==> config.mk <==
export PLATFORM = sky130hd
export DESIGN_NAME = adc_result_port
export DESIGN_NICKNAME = d
export VERILOG_FILES = /design/src/hdl/adc_port_pkg.sv /design/src/hdl/shift_link_if.sv /design/src/hdl/result_shifter.sv /design/src/hdl/serial_clock_gen.sv /design/src/hdl/adc_result_port.sv
export SDC_FILE = /design/constraint.sdc
export NUM_CORES = 1
export LEC_CHECK = 0
export ABC_AREA = 1
export BUFFER_PORTS_ARGS = -buffer_cell sky130_fd_sc_hd__buf_2
export CORE_MARGIN = 2
export CORE_UTILIZATION = 55
export DETAILED_ROUTE_END_ITERATION = 8
export HOLD_SLACK_MARGIN = 0.06
export PLACE_DENSITY = 0.85
export SLEW_MARGIN = 30
export SYNTH_ARGS = -nofsm -noshare
export SYNTH_HDL_FRONTEND = slang
export SYNTH_SLANG_ARGS = --single-unit
==> constraint.sdc <==
create_clock -name clk_i -period 3.2 [get_ports clk_i]
set_input_delay 0.32 -clock clk_i [delete_from_list [all_inputs] [get_ports clk_i]]
set_output_delay 0.32 -clock clk_i [all_outputs]
set_load 0.05 [all_outputs]
==> src/hdl/adc_port_pkg.sv <==
package adc_port_pkg;

    // ----
    // Register map (byte addresses, one 32-bit word each)
    // ----
    localparam logic [3:0] REG_CTRL = 4'h0;    // Conversion start strobe
    localparam logic [3:0] REG_RESULT = 4'h4;  // Result word, write ends a conversion
    localparam logic [3:0] REG_STATUS = 4'h8;  // Read-only port state

    // CTRL fields
    localparam int CTRL_START_BIT = 0;

    // STATUS fields
    localparam int ST_SERIAL_BIT = 0;
    localparam int ST_SLAVE_BIT = 1;
    localparam int ST_FRAME_BIT = 2;
    localparam int ST_CONV_BIT = 3;
    localparam int ST_MODE_LO = 4;
    localparam int ST_DIV_LO = 6;
    localparam int ST_RD_CONV_BIT = 8;

    // ----
    // Data bus pin roles in serial modes
    // ----
    localparam int PIN_DIV_LO = 2;       // Divider select, low bit
    localparam int PIN_DIV_HI = 3;       // Divider select, high bit
    localparam int PIN_CLK_SRC = 4;      // Clock source select
    localparam int PIN_SYNC_POL = 5;     // Sync polarity select
    localparam int PIN_EDGE_INV = 6;     // Clock edge invert
    localparam int PIN_RD_CONV = 7;      // Read during convert / daisy chain in
    localparam int PIN_SER_OUT = 8;      // Serial data out
    localparam int PIN_SER_CLK = 9;      // Serial data clock

    // Output enables per mode
    localparam logic [15:0] OE_PARALLEL = 16'hFFFF;
    localparam logic [15:0] OE_SERIAL = 16'h0103;
    localparam logic [15:0] OE_SER_CLK = 16'h0200;

    // Reset values
    localparam logic [15:0] RESULT_RST = 16'h0000;
    localparam logic [31:0] RDATA_NONE = 32'h0000_0000;

    // Conversion mode codes
    localparam logic [1:0] CONV_NORMAL = 2'h0;
    localparam logic [1:0] CONV_IMPULSE = 2'h1;
    localparam logic [1:0] CONV_WARP = 2'h2;

    // Master clock: system cycles per half period before division
    localparam int SCLK_BASE_HALF = 2;

endpackage

==> src/hdl/shift_link_if.sv <==
`timescale 1ns/1ps
`default_nettype none
// Load and step commands to the result shift register, bit back
interface shift_link_if #(parameter int DATA_W = 16) ();
    logic load;                 // Capture word, present its MSB
    logic step;                 // Advance to next bit
    logic chain_in;             // Bit entering at the LSB end
    logic [DATA_W-1:0] word;    // Word to capture
    logic sdo;                  // Bit now presented
    logic last;                 // LSB is now presented

    modport shifter (input load, input step, input chain_in, input word,
                     output sdo, output last);
    modport ctrl (output load, output step, output chain_in, output word,
                  input sdo, input last);
endinterface
`default_nettype wire

==> src/hdl/result_shifter.sv <==
`timescale 1ns/1ps
`default_nettype none
module result_shifter #(
    parameter int DATA_W = 16
) (
    input wire logic clk_i,
    input wire logic rst_n_i,
    shift_link_if.shifter link
);
    localparam int CW = $clog2(DATA_W);
    localparam logic [CW-1:0] CNT_LAST = CW'(DATA_W - 1);

    logic [DATA_W-1:0] sreg, next_sreg;  // Remaining bits, MSB presented
    logic [CW-1:0] cnt, next_cnt;        // Bits already stepped past

    // ----
    // Next state
    // ----
    always_comb begin
        next_sreg = sreg;
        next_cnt = cnt;
        if (link.load) begin
            // Fresh word, MSB first
            next_sreg = link.word;
            next_cnt = '0;
        end else if (link.step && cnt != CNT_LAST) begin
            // Daisy chain bit fills from the bottom
            next_sreg = {sreg[DATA_W-2:0], link.chain_in};
            next_cnt = cnt + CW'(1);
        end
    end

    // Registers
    always_ff @(posedge clk_i) begin
        if (!rst_n_i) begin
            sreg <= '0;
            cnt <= '0;
        end else begin
            sreg <= next_sreg;
            cnt <= next_cnt;
        end
    end

    assign link.sdo = sreg[DATA_W-1];
    assign link.last = (cnt == CNT_LAST);
endmodule
`default_nettype wire

==> src/hdl/serial_clock_gen.sv <==
`timescale 1ns/1ps
`default_nettype none
module serial_clock_gen #(
    parameter int BASE_HALF = 2
) (
    input wire logic clk_i,
    input wire logic rst_n_i,
    input wire logic run_i,
    input wire logic [1:0] div_i,
    input wire logic idle_level_i,
    output logic sclk_o,
    output logic lead_o,
    output logic trail_o
);
    logic [7:0] cnt, next_cnt;    // Cycles into the half period
    logic [7:0] half;             // Half period length
    logic next_sclk, next_lead, next_trail;

    // Elaboration check on the base rate
    if (BASE_HALF < 2 || BASE_HALF > 32) begin : g_chk
        $error("BASE_HALF must lie in 2..32");
    end

    // Divider doubles the half period per step
    assign half = 8'(BASE_HALF) << div_i;

    // ----
    // Clock toggling
    // ----
    always_comb begin
        next_cnt = cnt + 8'h01;
        next_sclk = sclk_o;
        next_lead = 1'b0;
        next_trail = 1'b0;
        if (!run_i) begin
            // Parked at idle level between frames
            next_cnt = 8'h00;
            next_sclk = idle_level_i;
        end else if (cnt == half - 8'h01) begin
            next_cnt = 8'h00;
            next_sclk = ~sclk_o;
            next_lead = (sclk_o == idle_level_i);
            next_trail = (sclk_o != idle_level_i);
        end
    end

    // Registers
    always_ff @(posedge clk_i) begin
        if (!rst_n_i) begin
            cnt <= 8'h00;
            sclk_o <= 1'b0;
            lead_o <= 1'b0;
            trail_o <= 1'b0;
        end else begin
            cnt <= next_cnt;
            sclk_o <= next_sclk;
            lead_o <= next_lead;
            trail_o <= next_trail;
        end
    end
endmodule
`default_nettype wire

==> src/hdl/adc_result_port.sv <==
// The implementer's own choices: register access over Avalon-MM and the register addresses.
`timescale 1ns/1ps
`default_nettype none
// Notes on behaviour
// - Select low parallel; high serial, rest floating
// - Data bits 0 and 1 driven in every mode out of reset
// - Parallel mode drives result bits 2, 3
// - Divider pins slow master read-after-convert clock
// - Other serial modes float, ignore divider pins
// - Parallel mode drives result bits 4 to 7
// - Clock source low: master, clock driven out
// - Clock source high: slave on gated clock
// - Sync active high unless polarity select high
// - Edge invert picks rising or falling edges
// - Read timing: after or during conversion
// - Two mode inputs pick normal, impulse, warp
// - Slave updates data on selected clock edge
module adc_result_port #(
    parameter int DATA_W = 16,
    parameter int SCLK_HALF = adc_port_pkg::SCLK_BASE_HALF
) (
    input wire logic clk_i,
    input wire logic rst_n_i,
    // Avalon-MM slave
    input wire logic [3:0] address_i,
    input wire logic read_i,
    input wire logic write_i,
    input wire logic [3:0] byteenable_i,
    input wire logic [31:0] writedata_i,
    output logic [31:0] readdata_o,
    output logic waitrequest_o,
    // Straps and control pins
    input wire logic serial_parallel_select_i,
    input wire logic low_power_mode_i,
    input wire logic fast_mode_i,
    input wire logic cs_n_i,
    // Data bus pins, split three ways
    input wire logic [DATA_W-1:0] data_i,
    output logic [DATA_W-1:0] data_o,
    output logic [DATA_W-1:0] data_oe_o,
    // Frame sync and conversion mode
    output logic sync_o,
    output logic [1:0] conv_mode_o
);
    // ----
    // Elaboration check
    // ----
    if (DATA_W != 16) begin : g_chk
        $error("Pin roles fix DATA_W at 16");
    end

    // ----
    // Declarations
    // ----
    typedef enum logic [1:0] {
        ST_IDLE = 2'b01,
        ST_FRAME = 2'b10
    } frame_state_t;

    frame_state_t state, next_state;        // Master frame sequencer
    logic [DATA_W-1:0] result, next_result; // Last finished conversion
    logic converting, next_converting;      // Conversion in progress
    logic [31:0] next_readdata;
    logic next_waitrequest;
    logic [DATA_W-1:0] next_data, next_oe;
    logic next_sync;
    logic [1:0] next_conv_mode;
    logic ser_clk_prev;                     // Previous slave clock sample
    logic cs_prev;                          // Previous chip select sample
    logic [31:0] wmask;                     // Byte lane mask
    logic taken;                            // Bus request accepted now
    logic wr_ctrl, wr_result;               // Accepted register writes
    logic serial, slave, edge_inv, sync_pol, rd_conv;
    logic [1:0] div_eff;                    // Divider actually applied
    logic run;                              // Master clock running
    logic sclk, lead, trail;                // Generated clock and its edges
    logic slave_edge;                       // Active edge of host clock
    logic cs_fall;                          // Chip select just asserted
    logic start_frame;                      // Master frame trigger

    shift_link_if #(.DATA_W(DATA_W)) link ();

    // ----
    // Strap decode
    // ----
    // serial select
    assign serial = serial_parallel_select_i;
    assign slave = serial && data_i[adc_port_pkg::PIN_CLK_SRC];
    assign edge_inv = serial && data_i[adc_port_pkg::PIN_EDGE_INV];
    assign sync_pol = data_i[adc_port_pkg::PIN_SYNC_POL];
    assign rd_conv = data_i[adc_port_pkg::PIN_RD_CONV];

    always_comb begin
        div_eff = 2'h0;
        if (serial && !slave && !rd_conv) begin
            div_eff = {data_i[adc_port_pkg::PIN_DIV_HI], data_i[adc_port_pkg::PIN_DIV_LO]};
        end
    end

    // ----
    // Bus decode
    // ----
    // Accepted on the edge where waitrequest is low
    assign taken = (read_i || write_i) && !waitrequest_o;
    assign wmask = {{8{byteenable_i[3]}}, {8{byteenable_i[2]}},
                    {8{byteenable_i[1]}}, {8{byteenable_i[0]}}};
    assign wr_ctrl = taken && write_i && address_i == adc_port_pkg::REG_CTRL
                     && byteenable_i[0] && writedata_i[adc_port_pkg::CTRL_START_BIT];
    assign wr_result = taken && write_i && address_i == adc_port_pkg::REG_RESULT;

    // ----
    // Serial event detection
    // ----
    assign cs_fall = cs_prev && !cs_n_i;
    assign slave_edge = slave && !cs_n_i
                        && (edge_inv ? (ser_clk_prev && !data_i[adc_port_pkg::PIN_SER_CLK])
                                     : (!ser_clk_prev && data_i[adc_port_pkg::PIN_SER_CLK]));

    assign start_frame = serial && !slave && state == ST_IDLE
                         && (rd_conv ? wr_ctrl : wr_result);

    // ----
    // Shifter control
    // ----
    always_comb begin
        link.load = 1'b0;
        link.step = 1'b0;
        link.word = result;
        link.chain_in = rd_conv;
        if (slave) begin
            link.load = cs_fall;
            link.step = slave_edge;
        end else begin
            // Master: load at frame start, step on trailing edges
            link.load = start_frame;
            link.step = (state == ST_FRAME) && trail;
            // Read after convert shifts the word just written
            if (!rd_conv && wr_result) begin
                link.word = writedata_i[DATA_W-1:0];
            end
        end
    end

    result_shifter #(.DATA_W(DATA_W)) u_shift (
        .clk_i(clk_i),
        .rst_n_i(rst_n_i),
        .link(link)
    );

    serial_clock_gen #(.BASE_HALF(SCLK_HALF)) u_clk (
        .clk_i(clk_i),
        .rst_n_i(rst_n_i),
        .run_i(run),
        .div_i(div_eff),
        .idle_level_i(edge_inv),
        .sclk_o(sclk),
        .lead_o(lead),
        .trail_o(trail)
    );

    assign run = (state == ST_FRAME);

    // ----
    // Frame sequencer and conversion flag
    // ----
    always_comb begin
        next_state = state;
        next_converting = converting;
        next_result = result;
        unique case (state)
            ST_IDLE: begin
                if (start_frame) begin
                    next_state = ST_FRAME;
                end
            end
            ST_FRAME: begin
                // Ends on the trailing edge after the LSB
                if (trail && link.last) begin
                    next_state = ST_IDLE;
                end
            end
            default: begin
                next_state = ST_IDLE;
            end
        endcase
        if (wr_ctrl) begin
            next_converting = 1'b1;
        end
        if (wr_result) begin
            next_converting = 1'b0;
            next_result = (writedata_i[DATA_W-1:0] & wmask[DATA_W-1:0])
                          | (result & ~wmask[DATA_W-1:0]);
        end
    end

    // ----
    // Bus answers
    // ----
    always_comb begin
        next_readdata = readdata_o;
        // One wait cycle per request, then back to waiting
        next_waitrequest = !((read_i || write_i) && waitrequest_o);
        if ((read_i || write_i) && waitrequest_o) begin
            next_readdata = adc_port_pkg::RDATA_NONE;
            if (read_i) begin
                unique case (address_i)
                    adc_port_pkg::REG_RESULT: begin
                        next_readdata[DATA_W-1:0] = result;
                    end
                    adc_port_pkg::REG_STATUS: begin
                        next_readdata[adc_port_pkg::ST_SERIAL_BIT] = serial;
                        next_readdata[adc_port_pkg::ST_SLAVE_BIT] = slave;
                        next_readdata[adc_port_pkg::ST_FRAME_BIT] = run;
                        next_readdata[adc_port_pkg::ST_CONV_BIT] = converting;
                        next_readdata[adc_port_pkg::ST_MODE_LO +: 2] = conv_mode_o;
                        next_readdata[adc_port_pkg::ST_DIV_LO +: 2] = div_eff;
                        next_readdata[adc_port_pkg::ST_RD_CONV_BIT] = serial && rd_conv;
                    end
                    // Control and unmapped words read zero
                    default: next_readdata = adc_port_pkg::RDATA_NONE;
                endcase
            end
        end
    end

    // ----
    // Pin drive
    // ----
    always_comb begin
        next_data = result;
        next_oe = adc_port_pkg::OE_PARALLEL;
        next_sync = 1'b0;
        if (serial) begin
            next_oe = adc_port_pkg::OE_SERIAL;
            next_data[adc_port_pkg::PIN_SER_OUT] = link.sdo;
            if (!slave) begin
                next_oe = adc_port_pkg::OE_SERIAL | adc_port_pkg::OE_SER_CLK;
                next_data[adc_port_pkg::PIN_SER_CLK] = sclk;
                next_sync = run ^ sync_pol;
            end
        end
        unique case ({fast_mode_i, low_power_mode_i})
            2'b01: next_conv_mode = adc_port_pkg::CONV_IMPULSE;
            2'b10: next_conv_mode = adc_port_pkg::CONV_WARP;
            default: next_conv_mode = adc_port_pkg::CONV_NORMAL;
        endcase
    end

    // ----
    // Registers
    // ----
    always_ff @(posedge clk_i) begin
        if (!rst_n_i) begin
            state <= ST_IDLE;
            result <= adc_port_pkg::RESULT_RST;
            converting <= 1'b0;
            readdata_o <= adc_port_pkg::RDATA_NONE;
            waitrequest_o <= 1'b1;
            data_o <= '0;
            data_oe_o <= '0;
            sync_o <= 1'b0;
            conv_mode_o <= adc_port_pkg::CONV_NORMAL;
            ser_clk_prev <= 1'b0;
            cs_prev <= 1'b1;
        end else begin
            state <= next_state;
            result <= next_result;
            converting <= next_converting;
            readdata_o <= next_readdata;
            waitrequest_o <= next_waitrequest;
            data_o <= next_data;
            data_oe_o <= next_oe;
            sync_o <= next_sync;
            conv_mode_o <= next_conv_mode;
            ser_clk_prev <= data_i[adc_port_pkg::PIN_SER_CLK];
            cs_prev <= cs_n_i;
        end
    end
endmodule
`default_nettype wire

After elaboration in Yosys (flattened, before gate mapping)
Cells that the tools add are included.
- shifts and indexed selects: 1
- reduce and logical (&&, ||, !) cells: 39
- equality and inequality tests: 13
- $add $sub $neg: 3
- muxes and demuxes: 22
- bitwise operators: 9
- operators by type and width (operator ; count):
    two-way mux 16 bit ; 6
    AND 16 bit ; 2
    logical AND 1 bit ; 23
    case mux 9 bit (2 select lines) ; 1
    NOT 16 bit ; 1
    bitwise OR 16 bit ; 1
    two-way mux 10 bit ; 1
    adder 8 x 1 -> 8 bit (second input constant) ; 1
    == test 4 bit (second input constant) ; 2
    == test 8 bit ; 1
    two-way mux 2 bit ; 4
    case mux 2 bit (2 select lines) ; 2
    left shift 2 x 2 -> 8 bit (first input constant) ; 1
    subtractor 8 x 1 -> 8 bit (second input constant) ; 1
    zero test 1 bit ; 7
    two-way mux 1 bit ; 7
    two-way mux 7 bit ; 1
    OR reduction 3 bit ; 2
    adder 4 x 1 -> 4 bit (second input constant) ; 1
    == test 2 x 1 -> 1 bit (second input constant) ; 2
    == test 2 bit (second input constant) ; 2
    == test 4 x 3 -> 1 bit (second input constant) ; 1
    zero test 4 bit ; 1
    != test 2 x 1 -> 1 bit (second input constant) ; 2
    other kinds (10) ; 14
- output and inout port bits: 68
- register bits after elaboration: 119
- input port bits: 64
- word-level logic and storage cells: 103

Depth between registers and ports, before layout
Gate-level depths: netlist of the first run.
- depth after elaboration: 10
- mapped depth: 11
- depth with buffers taken out: 10

Cells and area by module
Synthesis of the first run repeated with hierarchy kept, for this count alone.
- cell total of the unflattened synthesis: 612
- area, all modules: 4448.0 um^2
- modules (own cells, without submodules) (module ; instances ; cells each ; area an instance (um^2)):
    adc_result_port ; 1 ; 383 ; 2831.5
    result_shifter ; 1 ; 154 ; 1017.2
    serial_clock_gen ; 1 ; 75 ; 599.3

Worst setup path before layout of the first run
OpenSTA, ideal clock, no wires.
- path type: reg-to-reg
- start: register waitrequest_o
- end: register readdata_o[2]
- period minus slack after synthesis: 1677 ps
- stages on the path, launching flop included: 8
- data arrival time: 1620 ps
- library setup time: 57 ps
- slack: 1523 ps
- required time: 3143 ps
- path through: dfxtp_1 -> o21ai_2 -> nor2_1 -> nand2_1 -> buf_2 -> o221ai_1 -> nand2_1 -> inv_1
- word-level cells in the longest chain between the ends: 1
- ends and longest elaborated chain (element ; line ; text):
    start: declaration ; adc_result_port.sv:31 ; output logic waitrequest_o,
    start signal: assignment ; adc_result_port.sv:270 ; waitrequest_o <= next_waitrequest;
    logical AND 1 bit ; adc_result_port.sv:203 ; if ((read_i || write_i) && waitrequest_o) begin
    end signal: assignment ; adc_result_port.sv:257 ; readdata_o <= adc_port_pkg::RDATA_NONE;
    end signal: assignment ; adc_result_port.sv:269 ; readdata_o <= next_readdata;
    end: declaration ; adc_result_port.sv:30 ; output logic [31:0] readdata_o,
Every way passes these cells.
A chain may end at the register's enable or synchronous reset.

Worst setup path in the final report of the first run
- start: register u_shift.cnt[0]
- end: register u_shift.sreg[13]
- word-level cells in the longest chain between the ends: 3
- ends and longest elaborated chain (element ; line ; text):
    start: declaration ; result_shifter.sv:14 ; logic [CW-1:0] cnt, next_cnt;
    start signal: assignment ; result_shifter.sv:40 ; cnt <= next_cnt;
    != test 4 bit ; result_shifter.sv:26 ; end else if (link.step && cnt != CNT_LAST) begin
    logical AND 1 bit ; result_shifter.sv:26 ;
    nonzero test 2 bit (no source line) ; n/a ;
    end signal: assignment ; result_shifter.sv:39 ; sreg <= next_sreg;
    end: declaration ; result_shifter.sv:13 ; logic [DATA_W-1:0] sreg, next_sreg;
Every way passes these cells.

==> results.cfg, run 1 <==
[floorplanning]
num_io_pins = 132
fp.dieW_um = 92.5
core_um2 = 7650
die_h_um = 92.5
fp-row-count = 32
dieArea_um2 = 8560
start_util_pct = 56.3

[worst_setup_path]
crit_arrival_ps = 2400
path_delay_family = simple AND/OR/NAND/NOR gates
worstPathRequired_ps = 3500
critPathLaunchType = flip-flop
timing_worst_setup_path_type = reg -> reg
critPathMaxFanout = 21
r2r_slack_ps = 1100
endpoint_kind = flip-flop
path_cells = ha_1 > nand3_1 > nand2_4 > nand4_1 > a21oi_1
path_buf_inv = 0
cp_slowest_cell = nand3_1
max_stage_delay_ps = 610

[power]
finalPower_mw = 2.27
powerDensity_nw_per_um2 = 473
p_leak_nw = 2.31
ir_drop_mv = 0.388

[global_route]
grt_overflow = 0
grt_busiest_layer = met2
use_met3_pct = 5.29
grt_start_max_net_pins = 48
grt_use_met1_pct = 29.7
met2_usage_pct = 42.2
grt_usage_pct = 24.1
grt_antenna_before_repair = 0
grt_pass1_wl_um = 16600
grt_pass1_vias = 3611

[synthesis]
ys_types = 36
synth_ff_type = dfxtp_1
avgSynthCellArea_um2 = 7.20
synth-seq-cells = 90
synth_edf_count = 0
synthArstFlopShare_pct = 0
netlist_area_um2 = 4310
ys_seq_area_share_pct = 41.8
synthCells = 598
ys_warn_count = 0

[final_layout]
layout_common_cells = nand2_1 (139), dfxtp_1 (90), buf_2 (88)
fin_nets = 725
utilization_pct = 62.7
drive_gt1_share_pct = 20.3
final_common_cell = nand2_1
antenna_cells = 0
syn_to_final_growth_pct = 11.3

[drt]
initialDrtViolationCount = 370
vias = 4103
drtAntennaViolNets = 0
wire_per_inst_um = 13.4
drc_errors = 0
via_per_inst = 5.36
drt-pass1-iter-count = 5
routed_wl_um = 10300

[cts]
cts_buffers = 9
htreeDepth = 3
cts_root_buf = clkbuf_8
cts.repair.resized = 0
cts.sinks = 90
cts_setup_buffers = 0
insertion_delay_ps = 360
tritoncts = built
hold_buffers = 0
cts.clk_slew.worst_paths_ps = 90
cts.path.max_buffers = 2

[timing]
fin_skew_ps = 7.86
tightest_slew_ps = 857
finalHoldViolations = 0
tns_ps = 0
whs_ps = 124
setup_violations = 0
fmax_mhz = 476
min_period_ps = 2100
rsz0062_at_grt = false
slew_violations = 0
slew_headroom_pct = 42.7
timing.final.crit_share_pct = 65.6

[status]
status = finished clean

[min_path]
hold_class = in -> reg

[placed_design]
gp_congestion = 0.874
dp_hpwl_um = 7220
numPortBuffers = 88

[run]
maxCapViolations = 0
## final timing paths
path	from	end	depth (start not counted)
setup / recovery	u_shift.cnt[0]$_SDFFE_PP0P_	u_shift.sreg[13]$_SDFFE_PN0P_	5
hold / removal	low_power_mode_i	conv_mode_o[1]$_SDFF_PN0_	2
hold reg to reg	flip-flop	data_o[14]$_SDFF_PN0_	2
setup reg to reg	u_shift.cnt[0]$_SDFFE_PP0P_	u_shift.sreg[13]$_SDFFE_PN0P_	5
## synthesized netlist by cell type (all sizes together) (3+ instances only)
master  count  share of area [%]
buf        46                7.9
nand2     145                 13
inv        76                6.6
o21ai      36                4.4
nor2       34                3.7
nand4      21                3.0
xnor2       4               0.81
clkbuf     12                1.0
a31oi       3               0.44
a21oi      44                5.2
or2         4               0.58
nand3      70                8.9
dfxtp      90                 42
## per-stage QoR
step | instance area [µm²] | cells | worst slack, ps
CTS | 4790 | 766 | 1140
global route | 4790 | 766 | 908
detailed placement | 4580 | 750 | 1160
global placement | 4580 | 750 | 1270
floorplan | 4360 | 613 | 1520
finish | 4790 | 766 | 1100
## power breakdown
part	internal, mW	leakage (nW)	switching [mW]
clock	0.440	0.107	0.397
sequential	1.14	0.730	0.0139
combinational	0.0665	1.47	0.208
## cells by family (layout without fill, tap and decap cells)
family	count (synthesis)	count (layout)	synth area share, %
buffers and inverters	135	186	15.7
flip-flops	90	90	41.8
AND/OR/NAND/NOR	276	276	29.8
XOR/XNOR	5	5	1.02
AO/OA/AOI/OAI	89	89	11.0
other	1	16	0.0870
adder cells (fa/ha/maj)	2	2	0.581
## layout make-up
cell class | instances | area, µm²
Clock buffer | 11 | 131
Clock inverter | 5 | 78.8
Fill cell | 708 | 2850
Inverter | 77 | 289
Multi-Input combinational cell | 388 | 1890
Sequential cell | 90 | 1800
Tap cell | 102 | 128
Timing Repair Buffer | 93 | 478
## metal layers
layer / up-vias / wire, µm
met5: - / 0
met4: 0 / 161
met3: 18 / 773
met2: 180 / 5090
met1: 1906 / 4240
li1: 1999 / -
No activity file was read; power rests on OpenSTA's default activity.
==> run 2: changes to the inputs <==
--- a/config.mk
+++ b/config.mk
@@ -5,13 +5,13 @@
 export SDC_FILE = /design/constraint.sdc
 export NUM_CORES = 1
 export LEC_CHECK = 0
-export ABC_AREA = 1
+export ABC_AREA = 0
 export BUFFER_PORTS_ARGS = -buffer_cell sky130_fd_sc_hd__buf_2
 export CORE_MARGIN = 2
-export CORE_UTILIZATION = 55
+export CORE_UTILIZATION = 50
 export DETAILED_ROUTE_END_ITERATION = 8
 export HOLD_SLACK_MARGIN = 0.06
-export PLACE_DENSITY = 0.85
+export PLACE_DENSITY = 0.79
 export SLEW_MARGIN = 30
 export SYNTH_ARGS = -nofsm -noshare
 export SYNTH_HDL_FRONTEND = slang
==> constraint.sdc (replaced) <==
create_clock -name clk_i -period 2.2 [get_ports clk_i]
set_input_delay 0.22 -clock clk_i [delete_from_list [all_inputs] [get_ports clk_i]]
set_output_delay 0.22 -clock clk_i [all_outputs]
set_load 0.05 [all_outputs]
==> results.cfg, run 2 <==
[run]
maxCapViolations = 0

[final_layout]
fin_area_um2 = 4650
stdcell_count = 578
layout_common_cells = dfxtp_1 (89), buf_2 (87), mux2i_1 (35)
syn_to_final_growth_pct = 17.3
antenna_cells = 0
drive_gt1_share_pct = 29.8
fin_nets = 537
utilization_pct = 60.4
final_common_cell = dfxtp_1

[worst_setup_path]
timing_worst_setup_path_type = reg -> reg
endpoint_kind = flip-flop
critPathLaunchType = flip-flop
crit_arrival_ps = 2520
critPathMaxFanout = 8
worstPathRequired_ps = 2470

[timing]
fmax_mhz = 444
tns_ps = -310
finalHoldViolations = 0
setup_violations = 10
slew_headroom_pct = 63.6
rsz0062_at_grt = true
fin_ws_ps = -51.6
whs_ps = 68.5
timing.final.crit_share_pct = 102
min_period_ps = 2250
fin_skew_ps = 13.8
slew_violations = 0
tightest_slew_ps = 538

[synthesis]
ys_seq_area_share_pct = 45.5
synth.most_common_cell = dfxtp_1
synth_compound_area_share_pct = 10.6
synth_top_family_by_area = simple AND/OR/NAND/NOR gates
synth_xor_area_share_pct = 2.65
ys_types = 53
synthCells = 391
netlist_area_um2 = 3960
avgSynthCellArea_um2 = 10.1
synthTopCellsByArea = dfxtp_1 (45%), mux2i_1 (8.8%), buf_4 (5.9%), nor2b_1 (4.3%), and2_1 (3.2%)
synth_ff_type = dfxtp_1
synth_mux_area_share_pct = 13.4
synthArstFlopShare_pct = 0
yosys-top-cells-count = dfxtp_1 (90), mux2i_1 (35), buf_4 (31)
yosys.area_share.simple_pct = 17.9
ys_warn_count = 0
synth_edf_count = 0
synth_fa_ha_area_share_pct = 0.632
synth_top_cell_by_area = dfxtp_1
synth-seq-cells = 90
synth_top_area_share_pct = 45.5

[floorplanning]
num_io_pins = 132
dieArea_um2 = 8650
fp-row-count = 32
start_util_pct = 51.5
die_h_um = 93.0
core_um2 = 7690
fp.dieW_um = 93.0

[drt]
via_per_inst = 5.19
initialDrtViolationCount = 141
routed_wl_um = 8490
wire_per_inst_um = 14.7
drc_errors = 0
drt-pass1-iter-count = 5
drtAntennaViolNets = 0
vias = 2999

[cts]
htreeDepth = 3
cts_root_buf = clkbuf_8
cts.clk_slew.worst_paths_ps = 100
insertion_delay_ps = 370
cts.sinks = 90
tritoncts = built
cts_buffers = 9
cts_setup_buffers = 0
cts.path.max_buffers = 2

[power]
p_leak_nw = 2.21
finalPower_mw = 3.10
powerDensity_nw_per_um2 = 666
ir_drop_mv = 0.448

[global_route]
grt_start_max_net_pins = 32
grt_usage_pct = 19.5
grt_pass1_vias = 2778
grt_antenna_before_repair = 1
grt_pass1_wl_um = 13200
grt_overflow = 0

[placed_design]
numPortBuffers = 88
gp_congestion = 0.787
dp_hpwl_um = 6050
pre_cts_ws_ps = 115
place_inst = 560
placed_area_um2 = 4370

[status]
status = finished with violations
violations = negative setup slack

[min_path]
hold_class = in -> reg
## run 2: cells by family after synthesis
group / Yosys count
multiplexers: 51
AO/OA/AOI/OAI: 66
other: 1
XOR/XNOR: 12
AND/OR/NAND/NOR: 118
flip-flops: 90
adder cells (fa/ha/maj): 2
buffers and inverters: 51
## run 2: final cells by class
type                       count  area (µm²)
timing repair buffer         102         614
fill                         678        3040
tap                          102         128
inverter                       3        11.3
multi-input combinational    265        1900
sequential                    90        1800
clock buffer                   9         124
clock inverter                 7        70.1
## run 2: path summary, 6_finish.rpt
check / from / endpoint / slack [ps] / cells past startpoint
hold / removal: fast_mode_i / conv_mode_o[1]$_SDFF_PN0_ / 70 / 3
setup reg to reg: waitrequest_o$_SDFF_PN1_ / u_shift.sreg[10]$_SDFFE_PN0P_ / -50 / 7
setup / recovery: waitrequest_o$_SDFF_PN1_ / u_shift.sreg[10]$_SDFFE_PN0P_ / -50 / 7
hold reg to reg: readdata_o[2]$_SDFFE_PN0P_ / readdata_o[2]$_SDFFE_PN0P_ / 470 / 2
## run 2: power by group
| part | internal [mW] | switching (mW) |
|---|---|---|
| combinational | 0.0996 | 0.243 |
| clock | 0.441 | 0.644 |
| sequential | 1.65 | 0.0150 |
| total | 2.19 | 0.902 |
## run 2: layer usage
| metal | vias to the layer above | track usage [%] | wire, µm |
|---|---|---|---|
| met1 | 1383 | 23.2 | 3580 |
| met3 | 25 | 4.83 | 516 |
| li1 | 1480 | - | - |
| met5 | - | 0 | 13 |
| met4 | 2 | 10.7 | 289 |
| met2 | 109 | 32.4 | 4090 |
## run 2: critical path, cell delays in order (launching register included)
cell and delay (ps):
dfxtp_2 340, or4b_4 510, buf_6 150, nor4_4 400
clkbuf_16 250, mux2_1 320, o21ai_1 130, a21oi_1 50
## run 2: what timing repair did
action | CTS | global route
hold buffers | 2 | 0
setup endpoints to repair | 0 | 13
hold endpoints to repair | 2 | 0
gates resized for setup | 0 | 17
==> run 3: changes to the inputs <==
--- a/config.mk
+++ b/config.mk
@@ -12,6 +12,7 @@
 export DETAILED_ROUTE_END_ITERATION = 8
 export HOLD_SLACK_MARGIN = 0.06
 export PLACE_DENSITY = 0.79
+export SKIP_CTS_REPAIR_TIMING = 1
 export SLEW_MARGIN = 30
 export SYNTH_ARGS = -nofsm -noshare
 export SYNTH_HDL_FRONTEND = slang
==> results.cfg, run 3 (synthesized netlist as in run 2, its figures left out) <==
[status]
status = finished clean

[placed_design]
numPortBuffers = 88
dp_hpwl_um = 6050
gp_congestion = 0.787

[final_layout]
fill_cells = 683
syn_to_final_growth_pct = 16.3
layout_common_cells = dfxtp_1 (89), buf_2 (88), mux2i_1 (35)
final_common_cell = dfxtp_1
register_area_um2 = 1800
fin_nets = 537
multi_input_area_um2 = 1870
utilization_pct = 60.0
drive_gt1_share_pct = 28.6
antenna_cells = 0

[drt]
drtAntennaViolNets = 0
drt-pass1-iter-count = 4
wire_per_inst_um = 14.4
initialDrtViolationCount = 159
vias = 3021
drc_errors = 0
routed_wl_um = 8350
via_per_inst = 5.23

[floorplanning]
start_util_pct = 51.5
fp.dieW_um = 93.0
die_h_um = 93.0
dieArea_um2 = 8650
core_um2 = 7690
num_io_pins = 132
fp-row-count = 32

[worst_setup_path]
cp_slowest_cell = or4b_4
worstPathRequired_ps = 2470
path_delay_family = simple AND/OR/NAND/NOR gates
endpoint_kind = flip-flop
crit_arrival_ps = 2420
path_buf_inv = 1
critPathLaunchType = flip-flop
timing_worst_setup_path_type = reg -> reg
critPathMaxFanout = 8
path_cells = or4b_4 > nor4_4 > clkbuf_16 > mux2_1 > o21ai_2 > a21oi_1
max_stage_delay_ps = 530

[cts]
cts_buffers = 9
tritoncts = built
htreeDepth = 3
cts_root_buf = clkbuf_8
insertion_delay_ps = 370
cts.clk_slew.worst_paths_ps = 100
cts.sinks = 90
cts.path.max_buffers = 2

[timing]
rsz0062_at_grt = true
finalHoldViolations = 0
tightest_slew_ps = 526
slew_headroom_pct = 64.4
setup_violations = 0
slew_violations = 0
fmax_mhz = 467
min_period_ps = 2140
fin_skew_ps = 14.0
tns_ps = 0
timing.final.crit_share_pct = 97.3

[global_route]
grt_usage_pct = 19.5
grt_start_max_net_pins = 32
grt_pass1_vias = 2758
grt_antenna_before_repair = 1
grt_overflow = 0
grt_pass1_wl_um = 13100

[power]
ir_drop_mv = 0.449
finalPower_mw = 3.10
powerDensity_nw_per_um2 = 672
p_leak_nw = 2.20

[min_path]
hold_class = in -> reg

[run]
maxCapViolations = 0
## run 3: where the power goes
| part | leakage (nW) | internal (mW) | switching (mW) | total [mW] |
|---|---|---|---|---|
| Combinational | 1.38 | 0.0975 | 0.241 | 0.338 |
| Sequential | 0.729 | 1.65 | 0.0148 | 1.67 |
| Clock | 0.0955 | 0.441 | 0.649 | 1.09 |
## run 3: cell type report
type / count / share of cell area, %
Sequential cell: 90 / 39.1
Clock inverter: 7 / 1.52
Multi-Input combinational cell: 265 / 40.6
Timing Repair Buffer: 102 / 13.1
Inverter: 3 / 0.244
Tap cell: 102 / 2.77
Clock buffer: 9 / 2.69
## run 3: worst min-delay path: stages
cell	delay, ps
buf_2	100
nand2_1	50
nor2_1	30
## run 3: final timing paths
kind,start,endpoint,slack (ps),depth (start not counted)
hold / removal,fast_mode_i,conv_mode_o[1]$_SDFF_PN0_,70,3
setup / recovery,waitrequest_o$_SDFF_PN1_,u_shift.sreg[14]$_SDFFE_PN0P_,60,6
hold reg to reg,readdata_o[2]$_SDFFE_PN0P_,readdata_o[2]$_SDFFE_PN0P_,470,2
setup reg to reg,waitrequest_o$_SDFF_PN1_,u_shift.sreg[14]$_SDFFE_PN0P_,60,6
## run 3: layer usage
metal / vias to the layer above / routed length, µm / global-route usage [%]
met5: - / 13 / 0
met4: 2 / 281 / 10.7
met3: 21 / 625 / 4.83
met2: 127 / 3970 / 32.1
met1: 1385 / 3450 / 23.2
li1: 1486 / - / -
## run 3: per-stage QoR
step / hold slack (ps) / instances / instance area [µm²] / worst slack [ps]
finish: 65.0 / 578 / 4610 / 58.3
global route: 69.2 / 578 / 4610 / -30.3
CTS: -3.26 / 576 / 4560 / 95.3
detailed placement: 388 / 560 / 4370 / 115
global placement: 385 / 560 / 4370 / 144
floorplan: 248 / 406 / 4020 / 79.1
